===== src/logic/ext_mode_pkg.sv =====
// Constants for the extended mode register path of the low-power DRAM die
//
// Contract
// Extended load: four low strobes, high bank bit set, low bank bit clear.
// Controller issues the extended load only with banks precharged and clock enable high.
// Address lines 0 to 13 of the command cycle become the new register contents.
// The write takes two clock cycles; no following command before they elapse.
// Rewrite allowed any time after initialisation, only while every bank is idle.
// Address bits 0 to 2 select the self refresh retention region.
// Address bits 5 to 7 select the output driver strength.
// Controller drives all other address lines low during the extended load.
// Reserved fields are written as zero in every load.
// Self refresh interval follows the internal temperature sensor automatically.
// Any controller temperature compensation setting is ignored.
// Retention choices are full, half or quarter of the array.
// Base mode load uses both bank bits low, unlike the extended load.
// Partial retention keeps low-numbered banks; other banks lose contents.
// After reset the register is all zero: full retention, default drive.
package ext_mode_pkg;

  localparam int ADDR_W       = 14;
  localparam int BANKS        = 4;
  // Field positions inside the stored word
  localparam int RETAIN_LSB   = 0;
  localparam int RETAIN_W     = 3;
  localparam int TEMP_LSB     = 3;
  localparam int TEMP_W       = 2;
  localparam int DRIVE_LSB    = 5;
  localparam int DRIVE_W      = 3;
  localparam logic [ADDR_W-1:0] EXT_MODE_RESET = 14'h0000;

  // Retention region codes
  localparam logic [RETAIN_W-1:0] RETAIN_FULL    = 3'h0;
  localparam logic [RETAIN_W-1:0] RETAIN_HALF    = 3'h1;
  localparam logic [RETAIN_W-1:0] RETAIN_QUARTER = 3'h2;
  localparam logic [BANKS-1:0] MASK_FULL    = 4'hf;
  localparam logic [BANKS-1:0] MASK_HALF    = 4'h3;
  localparam logic [BANKS-1:0] MASK_QUARTER = 4'h1;

  // Timing
  localparam int CLK_PERIOD_NS     = 100;
  localparam int LOAD_CYCLES       = 2;
  localparam int REFRESH_HOT_NS    = 7800;
  localparam int REFRESH_HOT_CYC   = REFRESH_HOT_NS / CLK_PERIOD_NS;
  localparam int COOL_STRETCH      = 4;
  localparam int REFRESH_COOL_CYC  = REFRESH_HOT_CYC * COOL_STRETCH;

  // Idle level of the synchronised pin bundle: strobes high, banks and address low
  localparam logic [ADDR_W+5:0] PIN_IDLE = 20'hf0000;

endpackage


===== src/logic/ext_mode_register.sv =====
// Extended mode register: command decode, storage, retention mask and refresh pacing
`timescale 1ns/10ps
module ext_mode_register
  import ext_mode_pkg::*;
#(
  parameter int HOT_CYCLES  = REFRESH_HOT_CYC,
  parameter int COOL_CYCLES = REFRESH_COOL_CYC
) (
  input  wire logic              clk_i,
  input  wire logic              reset_n_i,
  input  wire logic              cs_n_i,
  input  wire logic              ras_n_i,
  input  wire logic              cas_n_i,
  input  wire logic              we_n_i,
  input  wire logic              bank_select_low_bit_i,
  input  wire logic              bank_select_high_bit_i,
  input  wire logic [ADDR_W-1:0] addr_i,
  input  wire logic              all_banks_idle_i,
  input  wire logic              self_refresh_i,
  input  wire logic              temp_hot_i,
  input  wire logic [1:0]        temp_compensated_refresh_i,
  output logic [ADDR_W-1:0]      extended_mode_settings_o,
  output logic [RETAIN_W-1:0]    partial_retention_refresh_o,
  output logic [DRIVE_W-1:0]     drive_strength_o,
  output logic [BANKS-1:0]       bank_retained_o,
  output logic                   load_busy_o,
  output logic                   base_mode_load_o,
  output logic                   refresh_tick_o
);

  initial begin
    if (HOT_CYCLES < 2 || COOL_CYCLES < 2 || HOT_CYCLES > 65535 || COOL_CYCLES > 65535)
      $error("refresh interval counts out of range");
    if (LOAD_CYCLES < 1 || LOAD_CYCLES > 3)
      $error("write window does not fit the two-bit counter");
  end

  localparam int PIN_W = ADDR_W + 6;

  logic [1:0]            rst_sync_ff;
  logic                  rst_n;
  logic [PIN_W-1:0]      pin_s1_ff;
  logic [PIN_W-1:0]      pin_s2_ff;
  logic [ADDR_W-1:0]     ext_mode_ff;
  logic [ADDR_W-1:0]     nxt_ext_mode;
  logic [1:0]            busy_cnt_ff;
  logic [1:0]            nxt_busy_cnt;
  logic                  base_load_ff;
  logic [15:0]           tick_cnt_ff;
  logic [15:0]           nxt_tick_cnt;
  logic                  tick_ff;
  wire  logic            strobes_low;
  wire  logic            ext_decode;
  wire  logic            base_decode;
  wire  logic            accept;
  wire  logic [ADDR_W-1:0] addr_s;
  wire  logic [15:0]     tick_limit;
  wire  logic [RETAIN_W-1:0] retain_code;

  // Reset release through two flops so deassertion is clean
  always_ff @(posedge clk_i or negedge reset_n_i) begin
    if (!reset_n_i) begin
      rst_sync_ff <= 2'h0;
    end else begin
      rst_sync_ff <= {rst_sync_ff[0], 1'b1};
    end
  end
  assign rst_n = rst_sync_ff[1];

  // Pin bundle synchroniser; only the second stage feeds logic
  always_ff @(posedge clk_i or negedge rst_n) begin
    if (!rst_n) begin
      // Idle value keeps the decoder quiet while the pins settle
      pin_s1_ff <= PIN_IDLE;
      pin_s2_ff <= PIN_IDLE;
    end else begin
      pin_s1_ff <= {cs_n_i, ras_n_i, cas_n_i, we_n_i,
                    bank_select_high_bit_i, bank_select_low_bit_i, addr_i};
      pin_s2_ff <= pin_s1_ff;
    end
  end

  // Command decode
  assign addr_s      = pin_s2_ff[ADDR_W-1:0];
  assign strobes_low = (pin_s2_ff[PIN_W-1 -: 4] == 4'h0);
  // extended decode
  assign ext_decode  = strobes_low && pin_s2_ff[ADDR_W+1] && !pin_s2_ff[ADDR_W];
  // base decode
  assign base_decode = strobes_low && !pin_s2_ff[ADDR_W+1] && !pin_s2_ff[ADDR_W];
  // idle banks only
  // Loads during a busy window or with open banks are dropped, not queued
  assign accept      = ext_decode && all_banks_idle_i && (busy_cnt_ff == 2'h0);

  // capture all fourteen lines
  assign nxt_ext_mode = accept ? addr_s : ext_mode_ff;
  // two cycle write window
  // A counter keeps the window length in one constant
  assign nxt_busy_cnt = accept ? 2'(LOAD_CYCLES) :
                        (busy_cnt_ff != 2'h0) ? busy_cnt_ff - 2'h1 : 2'h0;

  // zero after reset
  always_ff @(posedge clk_i or negedge rst_n) begin
    if (!rst_n) begin
      ext_mode_ff  <= EXT_MODE_RESET;
      busy_cnt_ff  <= 2'h0;
      base_load_ff <= 1'b0;
    end else begin
      ext_mode_ff  <= nxt_ext_mode;
      busy_cnt_ff  <= nxt_busy_cnt;
      base_load_ff <= base_decode;
    end
  end

  // Field outputs
  assign extended_mode_settings_o    = ext_mode_ff;
  // retention field
  assign retain_code                 = ext_mode_ff[RETAIN_LSB +: RETAIN_W];
  assign partial_retention_refresh_o = retain_code;
  // driver strength field
  assign drive_strength_o            = ext_mode_ff[DRIVE_LSB +: DRIVE_W];
  assign load_busy_o                 = (busy_cnt_ff != 2'h0);
  assign base_mode_load_o            = base_load_ff;

  // three retention choices
  // low banks kept; unknown codes fall back to full so no data is lost
  assign bank_retained_o = (retain_code == RETAIN_HALF)    ? MASK_HALF :
                           (retain_code == RETAIN_QUARTER) ? MASK_QUARTER : MASK_FULL;

  // sensor picks the interval
  // stored and pin temperature codes never reach the pacing logic
  // A sensor change applies to the running count, so one interval may differ
  assign tick_limit   = temp_hot_i ? 16'(HOT_CYCLES - 1) : 16'(COOL_CYCLES - 1);
  assign nxt_tick_cnt = (!self_refresh_i || tick_cnt_ff >= tick_limit) ? 16'h0000
                        : tick_cnt_ff + 16'h0001;

  // Self refresh pacing; restarts from zero on each entry
  always_ff @(posedge clk_i or negedge rst_n) begin
    if (!rst_n) begin
      tick_cnt_ff <= 16'h0000;
      tick_ff     <= 1'b0;
    end else begin
      tick_cnt_ff <= nxt_tick_cnt;
      tick_ff     <= self_refresh_i && (tick_cnt_ff >= tick_limit);
    end
  end
  assign refresh_tick_o = tick_ff;

  // Checks
  ext_decode_a: assert property (@(posedge clk_i) disable iff (!rst_n)
    accept |-> pin_s2_ff[PIN_W-1 -: 6] == 6'h02 && all_banks_idle_i)
    else $error("extended load taken without its command code");
  load_store_a: assert property (@(posedge clk_i) disable iff (!rst_n)
    accept |=> ext_mode_ff == $past(addr_s))
    else $error("register did not capture address lines");
  busy_window_a: assert property (@(posedge clk_i) disable iff (!rst_n)
    accept |=> load_busy_o [*2] ##1 !load_busy_o)
    else $error("write window is not two cycles");
  idle_only_a: assert property (@(posedge clk_i) disable iff (!rst_n)
    (ext_decode && !all_banks_idle_i) |=> $stable(ext_mode_ff))
    else $error("load taken while banks active");
  retain_field_a: assert property (@(posedge clk_i) disable iff (!rst_n)
    accept |=> partial_retention_refresh_o == $past(addr_s[RETAIN_LSB +: RETAIN_W]))
    else $error("retention field wrong");
  drive_field_a: assert property (@(posedge clk_i) disable iff (!rst_n)
    accept |=> drive_strength_o == $past(addr_s[7:5]))
    else $error("drive field wrong");
  hot_interval_a: assert property (@(posedge clk_i) disable iff (!rst_n)
    (self_refresh_i && temp_hot_i && tick_cnt_ff >= tick_limit) |=> refresh_tick_o)
    else $error("refresh tick missing at interval end");
  temp_ignored_a: assert property (@(posedge clk_i) disable iff (!rst_n)
    (self_refresh_i && !temp_hot_i && tick_cnt_ff < 16'(COOL_CYCLES - 1))
    |=> !refresh_tick_o)
    else $error("tick before the cool interval ended");
  retain_mask_a: assert property (@(posedge clk_i) disable iff (!rst_n)
    (retain_code == RETAIN_QUARTER) |-> bank_retained_o == MASK_QUARTER)
    else $error("quarter mask wrong");
  low_banks_a: assert property (@(posedge clk_i) disable iff (!rst_n)
    bank_retained_o[0] && (!bank_retained_o[2] || bank_retained_o[1]) &&
    (!bank_retained_o[3] || bank_retained_o[2]))
    else $error("retained region not low banks");
  base_distinct_a: assert property (@(posedge clk_i) disable iff (!rst_n)
    base_decode |=> base_mode_load_o && $stable(ext_mode_ff))
    else $error("base load disturbed extended register");
  reset_zero_a: assert property (@(posedge clk_i)
    $rose(rst_n) |-> ext_mode_ff == EXT_MODE_RESET)
    else $error("register not zero after reset");

  // Refusal and hold checks
  hold_value_a: assert property (@(posedge clk_i) disable iff (!rst_n)
    !accept |=> $stable(ext_mode_ff))
    else $error("register changed without a taken load");
  busy_refuse_a: assert property (@(posedge clk_i) disable iff (!rst_n)
    (ext_decode && load_busy_o) |=> $stable(ext_mode_ff))
    else $error("load taken inside the write window");
  busy_bound_a: assert property (@(posedge clk_i) disable iff (!rst_n)
    busy_cnt_ff <= 2'(LOAD_CYCLES))
    else $error("write window counter out of range");
  base_pulse_a: assert property (@(posedge clk_i) disable iff (!rst_n)
    !base_decode |=> !base_mode_load_o)
    else $error("base load pulse without its command");

  // Retention and pacing checks
  half_mask_a: assert property (@(posedge clk_i) disable iff (!rst_n)
    (retain_code == RETAIN_HALF) |-> bank_retained_o == MASK_HALF)
    else $error("half mask wrong");
  full_mask_a: assert property (@(posedge clk_i) disable iff (!rst_n)
    (retain_code == RETAIN_FULL) |-> bank_retained_o == MASK_FULL)
    else $error("full mask wrong");
  cool_interval_a: assert property (@(posedge clk_i) disable iff (!rst_n)
    (self_refresh_i && !temp_hot_i && tick_cnt_ff >= tick_limit) |=> refresh_tick_o)
    else $error("cool refresh tick missing at interval end");
  tick_pulse_a: assert property (@(posedge clk_i) disable iff (!rst_n)
    refresh_tick_o |=> !refresh_tick_o)
    else $error("refresh tick longer than one cycle");
  idle_no_tick_a: assert property (@(posedge clk_i) disable iff (!rst_n)
    !self_refresh_i |=> !refresh_tick_o)
    else $error("refresh tick outside self refresh");

  // Reset checks
  reset_quiet_a: assert property (@(posedge clk_i)
    $rose(rst_n) |-> !load_busy_o && !base_mode_load_o && !refresh_tick_o)
    else $error("outputs not idle after reset");

endmodule


===== config.mk =====
export PLATFORM = sky130hd
export DESIGN_NAME = ext_mode_register
export DESIGN_NICKNAME = d
export VERILOG_FILES = /design/src/logic/ext_mode_pkg.sv /design/src/logic/ext_mode_register.sv
export SDC_FILE = /design/constraint.sdc
export NUM_CORES = 1
export LEC_CHECK = 0
export BUFFER_PORTS_ARGS = -buffer_cell sky130_fd_sc_hd__buf_4
export CORE_MARGIN = 1
export CORE_UTILIZATION = 57
export DETAILED_ROUTE_END_ITERATION = 10
export GPL_ROUTABILITY_DRIVEN = 0
export PLACE_DENSITY = 0.83
export REMOVE_ABC_BUFFERS = 1
export SYNTH_ARGS = -nofsm -noshare
export SYNTH_HDL_FRONTEND = slang
export SYNTH_SLANG_ARGS = --single-unit

===== constraint.sdc =====
create_clock -name clk_i -period 6.6 [get_ports clk_i]
set_clock_uncertainty 0.05 [all_clocks]
set_input_delay 0.99 -clock clk_i [delete_from_list [all_inputs] [get_ports clk_i]]
set_output_delay 0.99 -clock clk_i [all_outputs]
set_load 0.02 [all_outputs]

-- After elaboration in Yosys (flattened, before gate mapping)
Index checks and enable logic that the tools add are counted.
- output and inout bits: 27
- register bits: 76
- logic and storage cells: 33
- input bits: 27
- equal/unequal tests: 2
- add/subtract/negate cells: 2
- magnitude comparators: 1
- reductions and logical operators: 14
- mux-type cells: 6
- operator list (kind ; count):
    $add 16x1->16 const B ; 1
    $ge 16x9->1 ; 1
    $mux 16 ; 1
    $mux 9 ; 1
    $mux 4 ; 2
    $logic_and 1x1->1 ; 7
    $logic_not 4->1 ; 1
    $mux 2 ; 2
    $eq 3x1->1 const B ; 1
    $eq 3x2->1 const B ; 1
    $logic_not 1->1 ; 3
    $logic_not 2->1 ; 1
    $reduce_bool 2->1 ; 1
    $sub 2x1->2 const B ; 1
    $logic_or 1x1->1 ; 1

-- Depth between registers and ports, before layout
- depth in word-level cells: 6
- depth in mapped cells: 6
- gate-level depth less buffers: 5

-- Worst setup path after synthesis
No wires, ideal clock.
- kind: input port to flip-flop
- start: in temp_hot_i
- end: reg tick_cnt_ff[6]
- path buffers: 1
- data required time: 6.399 ns
- setup time: 0.151 ns
- cell stages on the path: 6
- arrival: 2.024 ns
- path slack: 4.375 ns
- path through: inv_1 > ha_1 > nand3b_1 > nor4_1 > clkbuf_1 > a2111oi_0
- word-level cells in the longest chain between the ends: 4
- ends and longest elaborated chain (item ; RTL line ; source):
    start: declaration ; ext_mode_register.sv:20 ; input wire logic temp_hot_i,
    $mux 9 ; ext_mode_register.sv:132 ; assign tick_limit = temp_hot_i ? 16'(HOT_CYCLES - 1) : 16'(COOL_CYCLES - 1);
    $ge 16x9->1 ; ext_mode_register.sv:133 ; assign nxt_tick_cnt = (!self_refresh_i || tick_cnt_ff >= tick_limit) ? 16'h0000
    $logic_or 1x1->1 ; ext_mode_register.sv:133 ;
    $mux 16 ; ext_mode_register.sv:133 ;
    via nxt_tick_cnt[6] ; ext_mode_register.sv:50 ; logic [15:0] nxt_tick_cnt;
    end signal: assignment ; ext_mode_register.sv:142 ; tick_cnt_ff <= nxt_tick_cnt;
    end: declaration ; ext_mode_register.sv:49 ; logic [15:0] tick_cnt_ff;
The timed path passes the listed nets, and every way through them passes these cells.
A chain may end at the register's enable or synchronous reset.

-- Worst setup path after layout
- start: in temp_hot_i
- end: reg tick_cnt_ff[8]
The elaborated chain is that of the path after synthesis.

==> impl_metrics.yaml <==
power_and_ir_drop:
  cellInternalPower_w: 0.000773
  power.switching_fraction_pct: 22.9
  cellPowerDensity_nw_per_um2: 308
  combinationalPowerShare_pct: 9.8
  power_frac_clock_pct: 39.7
  report.power.total_w: 0.00100
  power.share.sequential_pct: 50.5
  irDropWorstVdd_mv: 0.204
  leakage_nw: 1.53
  p_switching_w: 0.000230
yosys:
  synth_enable_flop_cells: 0
  asr_flop_ratio_synth_pct: 100
  post_synth_instance_area_um2: 2630
  synthDistinctLibCells: 34
  synth_warnings: 0
  seq_cells_post_synth: 76
  synth_sequential_area_ratio_pct: 72.8
  synth_ff_type: "sky130_fd_sc_hd__dfrtp_1"
  syn-mean-instance-area_um2: 15.6
  netlist_instances: 168
timing:
  fmaxAchievable_mhz: 396
  worst_case_headroom_to_the_max_slew_limit_pct: 33.6
  slew_violations: 0
  tightestPinTransition_ns: 0.989
  fin_crit_ns: 2.53
  grt_setup_unrepaired: "false"
  finalCritPeriodShare_pct: 38.3
  setup_viol_count_final: 0
  setup-tns-final_ns: 0
  hold_viol: 0
floorplan:
  pin_count: 54
  floorplan.initialDensity_pct: 59.9
  die-area_um2: 4880
  die_w_um: 69.9
  row_count: 24
  die_h_um: 69.9
  coreArea_um2: 4380
route:
  wire_per_inst_um: 15.7
  vias: 1513
  detail_route.vias_per_cell: 5.35
  totalWireLength_um: 4450
  drt_first_iter_violations: 107
  first_pass_drt_iterations: 4
  post-route-drc-count: 0
  antenna_left: 0
cts:
  worst_skew_pair.late_latency_ns: 0.34
  hold_buffers: 0
  cts-htree-levels: 3
  clkSinkCount: 76
  numCtsBuffers: 9
  post_cts.resized_instances: 0
  cts-root-buf: "sky130_fd_sc_hd__clkbuf_8"
  cts.path.max_buffers: 2
  postCtsSetupBuffers: 0
  tritoncts: "yes"
  clock_slew_at_reported_path_ffs_ns: 0.08
run_status:
  run_status: "completed"
global_routing:
  grtUsageTotal_pct: 21.0
  grt_overflow_total: 0
  grt_pass1_wl_um: 7450
  first_global_vias: 1560
  antenna_found_initial: 0
  largest_net_degree_at_the_start_of_global_routing: 75
critical_path:
  arrival_ns: 2.66
  cp_data_required_time_ns: 6.73
  timing.critical_path.to_type: "flip-flop"
  worst_setup_path_type: "in -> reg"
  cp-start-kind: "input port"
  path_max_fanout: 6
run:
  total_of_max_cap_violations: 0
cells_and_area:
  drive_above_1_share_pct: 41.1
  area.growth.synth_to_final_pct: 24.1
  final_nets: 260
  mostFrequentLayoutCell: "sky130_fd_sc_hd__dfrtp_1"
  final_cell_mix: "67 x sky130_fd_sc_hd__dfrtp_1, 52 x sky130_fd_sc_hd__buf_4, 14 x sky130_fd_sc_hd__mux2_2, 11 x sky130_fd_sc_hd__clkbuf_8"
  n_antenna_cell: 0
placed_design:
  place_hpwl_um: 2910
  placement.io_buffers: 50
worst_hold_path:
  hold_wc_path_type: "reg -> reg"
-- per-stage QoR --
stage | worst slack, ns | instances | instance area, µm² | hold WS (ns) | utilization, %
final | 4.07 | 283 | 3260 | 0.301 | 74.3
after global routing | 3.94 | 283 | 3260 | 0.303 | 74.3
after CTS | 4.15 | 283 | 3260 | 0.302 | 74.3
after detailed placement | 3.75 | 267 | 3030 | 0.285 | 69.0
after global placement | 3.79 | 267 | 3030 | 0.282 | 69.0
after floorplan | 4.02 | 163 | 2570 | 0.281 | -
-- power groups by stage --
stage               sequential, W  combinational (W)  clock, W
detailed placement       0.000516          0.0000991         0
floorplan                0.000540          0.0000227         0
finish                   0.000506          0.0000980  0.000399
global route             0.000510           0.000104  0.000432
CTS                      0.000507          0.0000994  0.000408
global placement         0.000514          0.0000964         0
-- state kept, by name, indices dropped and copies added (netlist names) --
name and cells:
busy_cnt_ff 2, refresh_tick_o 1, tick_cnt_ff 16, pin_s2_ff 20, pin_s1_ff 20, extended_mode_settings_o 14
rst_sync_ff 2, base_mode_load_o 1
-- critical path, cell delays in order --
cell and delay (ns):
sky130_fd_sc_hd__buf_4 0.12, sky130_fd_sc_hd__inv_1 0.06, sky130_fd_sc_hd__ha_1 0.27, sky130_fd_sc_hd__nand3b_1 0.13, sky130_fd_sc_hd__nor4_1 0.73, sky130_fd_sc_hd__buf_4 0.28, sky130_fd_sc_hd__a2111oi_0 0.07
-- kinds of logic after synthesis --
kind of cell | Yosys count | synth area share, %
AO/OA/AOI/OAI | 17 | 4.53
adder cells (fa/ha/maj) | 7 | 3.34
buffers and inverters | 13 | 3.29
AND/OR/NAND/NOR | 35 | 8.39
multiplexers | 14 | 6.01
XOR/XNOR | 4 | 1.33
other | 2 | 0.286
flip-flops | 76 | 72.8
-- cell type report --
type | instances | area [µm²]
clock buffers | 11 | 151
clock inverters | 5 | 81.3
fillers | 282 | 1130
inverters | 2 | 7.51
multi-input cells | 85 | 649
flip-flops and latches | 76 | 1910
well taps | 52 | 65.1
repair buffers | 52 | 390
-- worst paths after layout --
| kind | to | slack [ns] | startpoint | cells past startpoint |
|---|---|---|---|---|
| max | tick_cnt_ff[8]$_DFF_PN0_ | 4.07 | temp_hot_i | 7 |
| min | pin_s2_ff[10]$_DFF_PN0_ | 0.30 | pin_s1_ff[10]$_DFF_PN0_ | 0 |
| max reg2reg | extended_mode_settings_o[1]$_DFFE_PN0P_ | 4.27 | pin_s2_ff[17]$_DFF_PN1_ | 3 |
| min reg2reg | pin_s2_ff[10]$_DFF_PN0_ | 0.30 | pin_s1_ff[10]$_DFF_PN0_ | 0 |
| max in group asynchronous | refresh_tick_o$_DFF_PN0_ | 5.52 | rst_sync_ff[1]$_DFF_PN0_ | 1 |
| min in group asynchronous | rst_sync_ff[1]$_DFF_PN0_ | 0.37 | reset_n_i | 1 |
-- per-layer routing --
metal  global-route usage [%]  up-vias  routed length, µm
li1                         -      700                  -
met1                     26.3      751               1930
met2                     32.1       54               2190
met3                     7.50        8                265
met4                     11.8        0                 69
met5                        0        -                  0
-- cells in the mapped netlist, types with 2 or more instances --
cell | n | area share [%]
sky130_fd_sc_hd__nor4_1 | 7 | 1.7
sky130_fd_sc_hd__or4_1 | 2 | 0.57
sky130_fd_sc_hd__inv_1 | 2 | 0.29
sky130_fd_sc_hd__mux2_2 | 14 | 6.0
sky130_fd_sc_hd__or3_1 | 3 | 0.72
sky130_fd_sc_hd__ha_1 | 7 | 3.3
sky130_fd_sc_hd__nand2_1 | 5 | 0.72
sky130_fd_sc_hd__nand3_1 | 6 | 1.1
sky130_fd_sc_hd__dfrtp_1 | 68 | 65
sky130_fd_sc_hd__nand3b_1 | 2 | 0.57
sky130_fd_sc_hd__xor2_1 | 3 | 1.0
sky130_fd_sc_hd__conb_1 | 2 | 0.29
sky130_fd_sc_hd__a21oi_1 | 2 | 0.38
sky130_fd_sc_hd__a2111oi_0 | 5 | 1.7
sky130_fd_sc_hd__buf_4 | 8 | 2.3
sky130_fd_sc_hd__nor2_1 | 2 | 0.29
sky130_fd_sc_hd__o31ai_1 | 2 | 0.57
sky130_fd_sc_hd__dfstp_2 | 8 | 8.0
sky130_fd_sc_hd__clkbuf_1 | 2 | 0.29
sky130_fd_sc_hd__o21ai_0 | 4 | 0.76
Power figures use the tool's default switching activity.
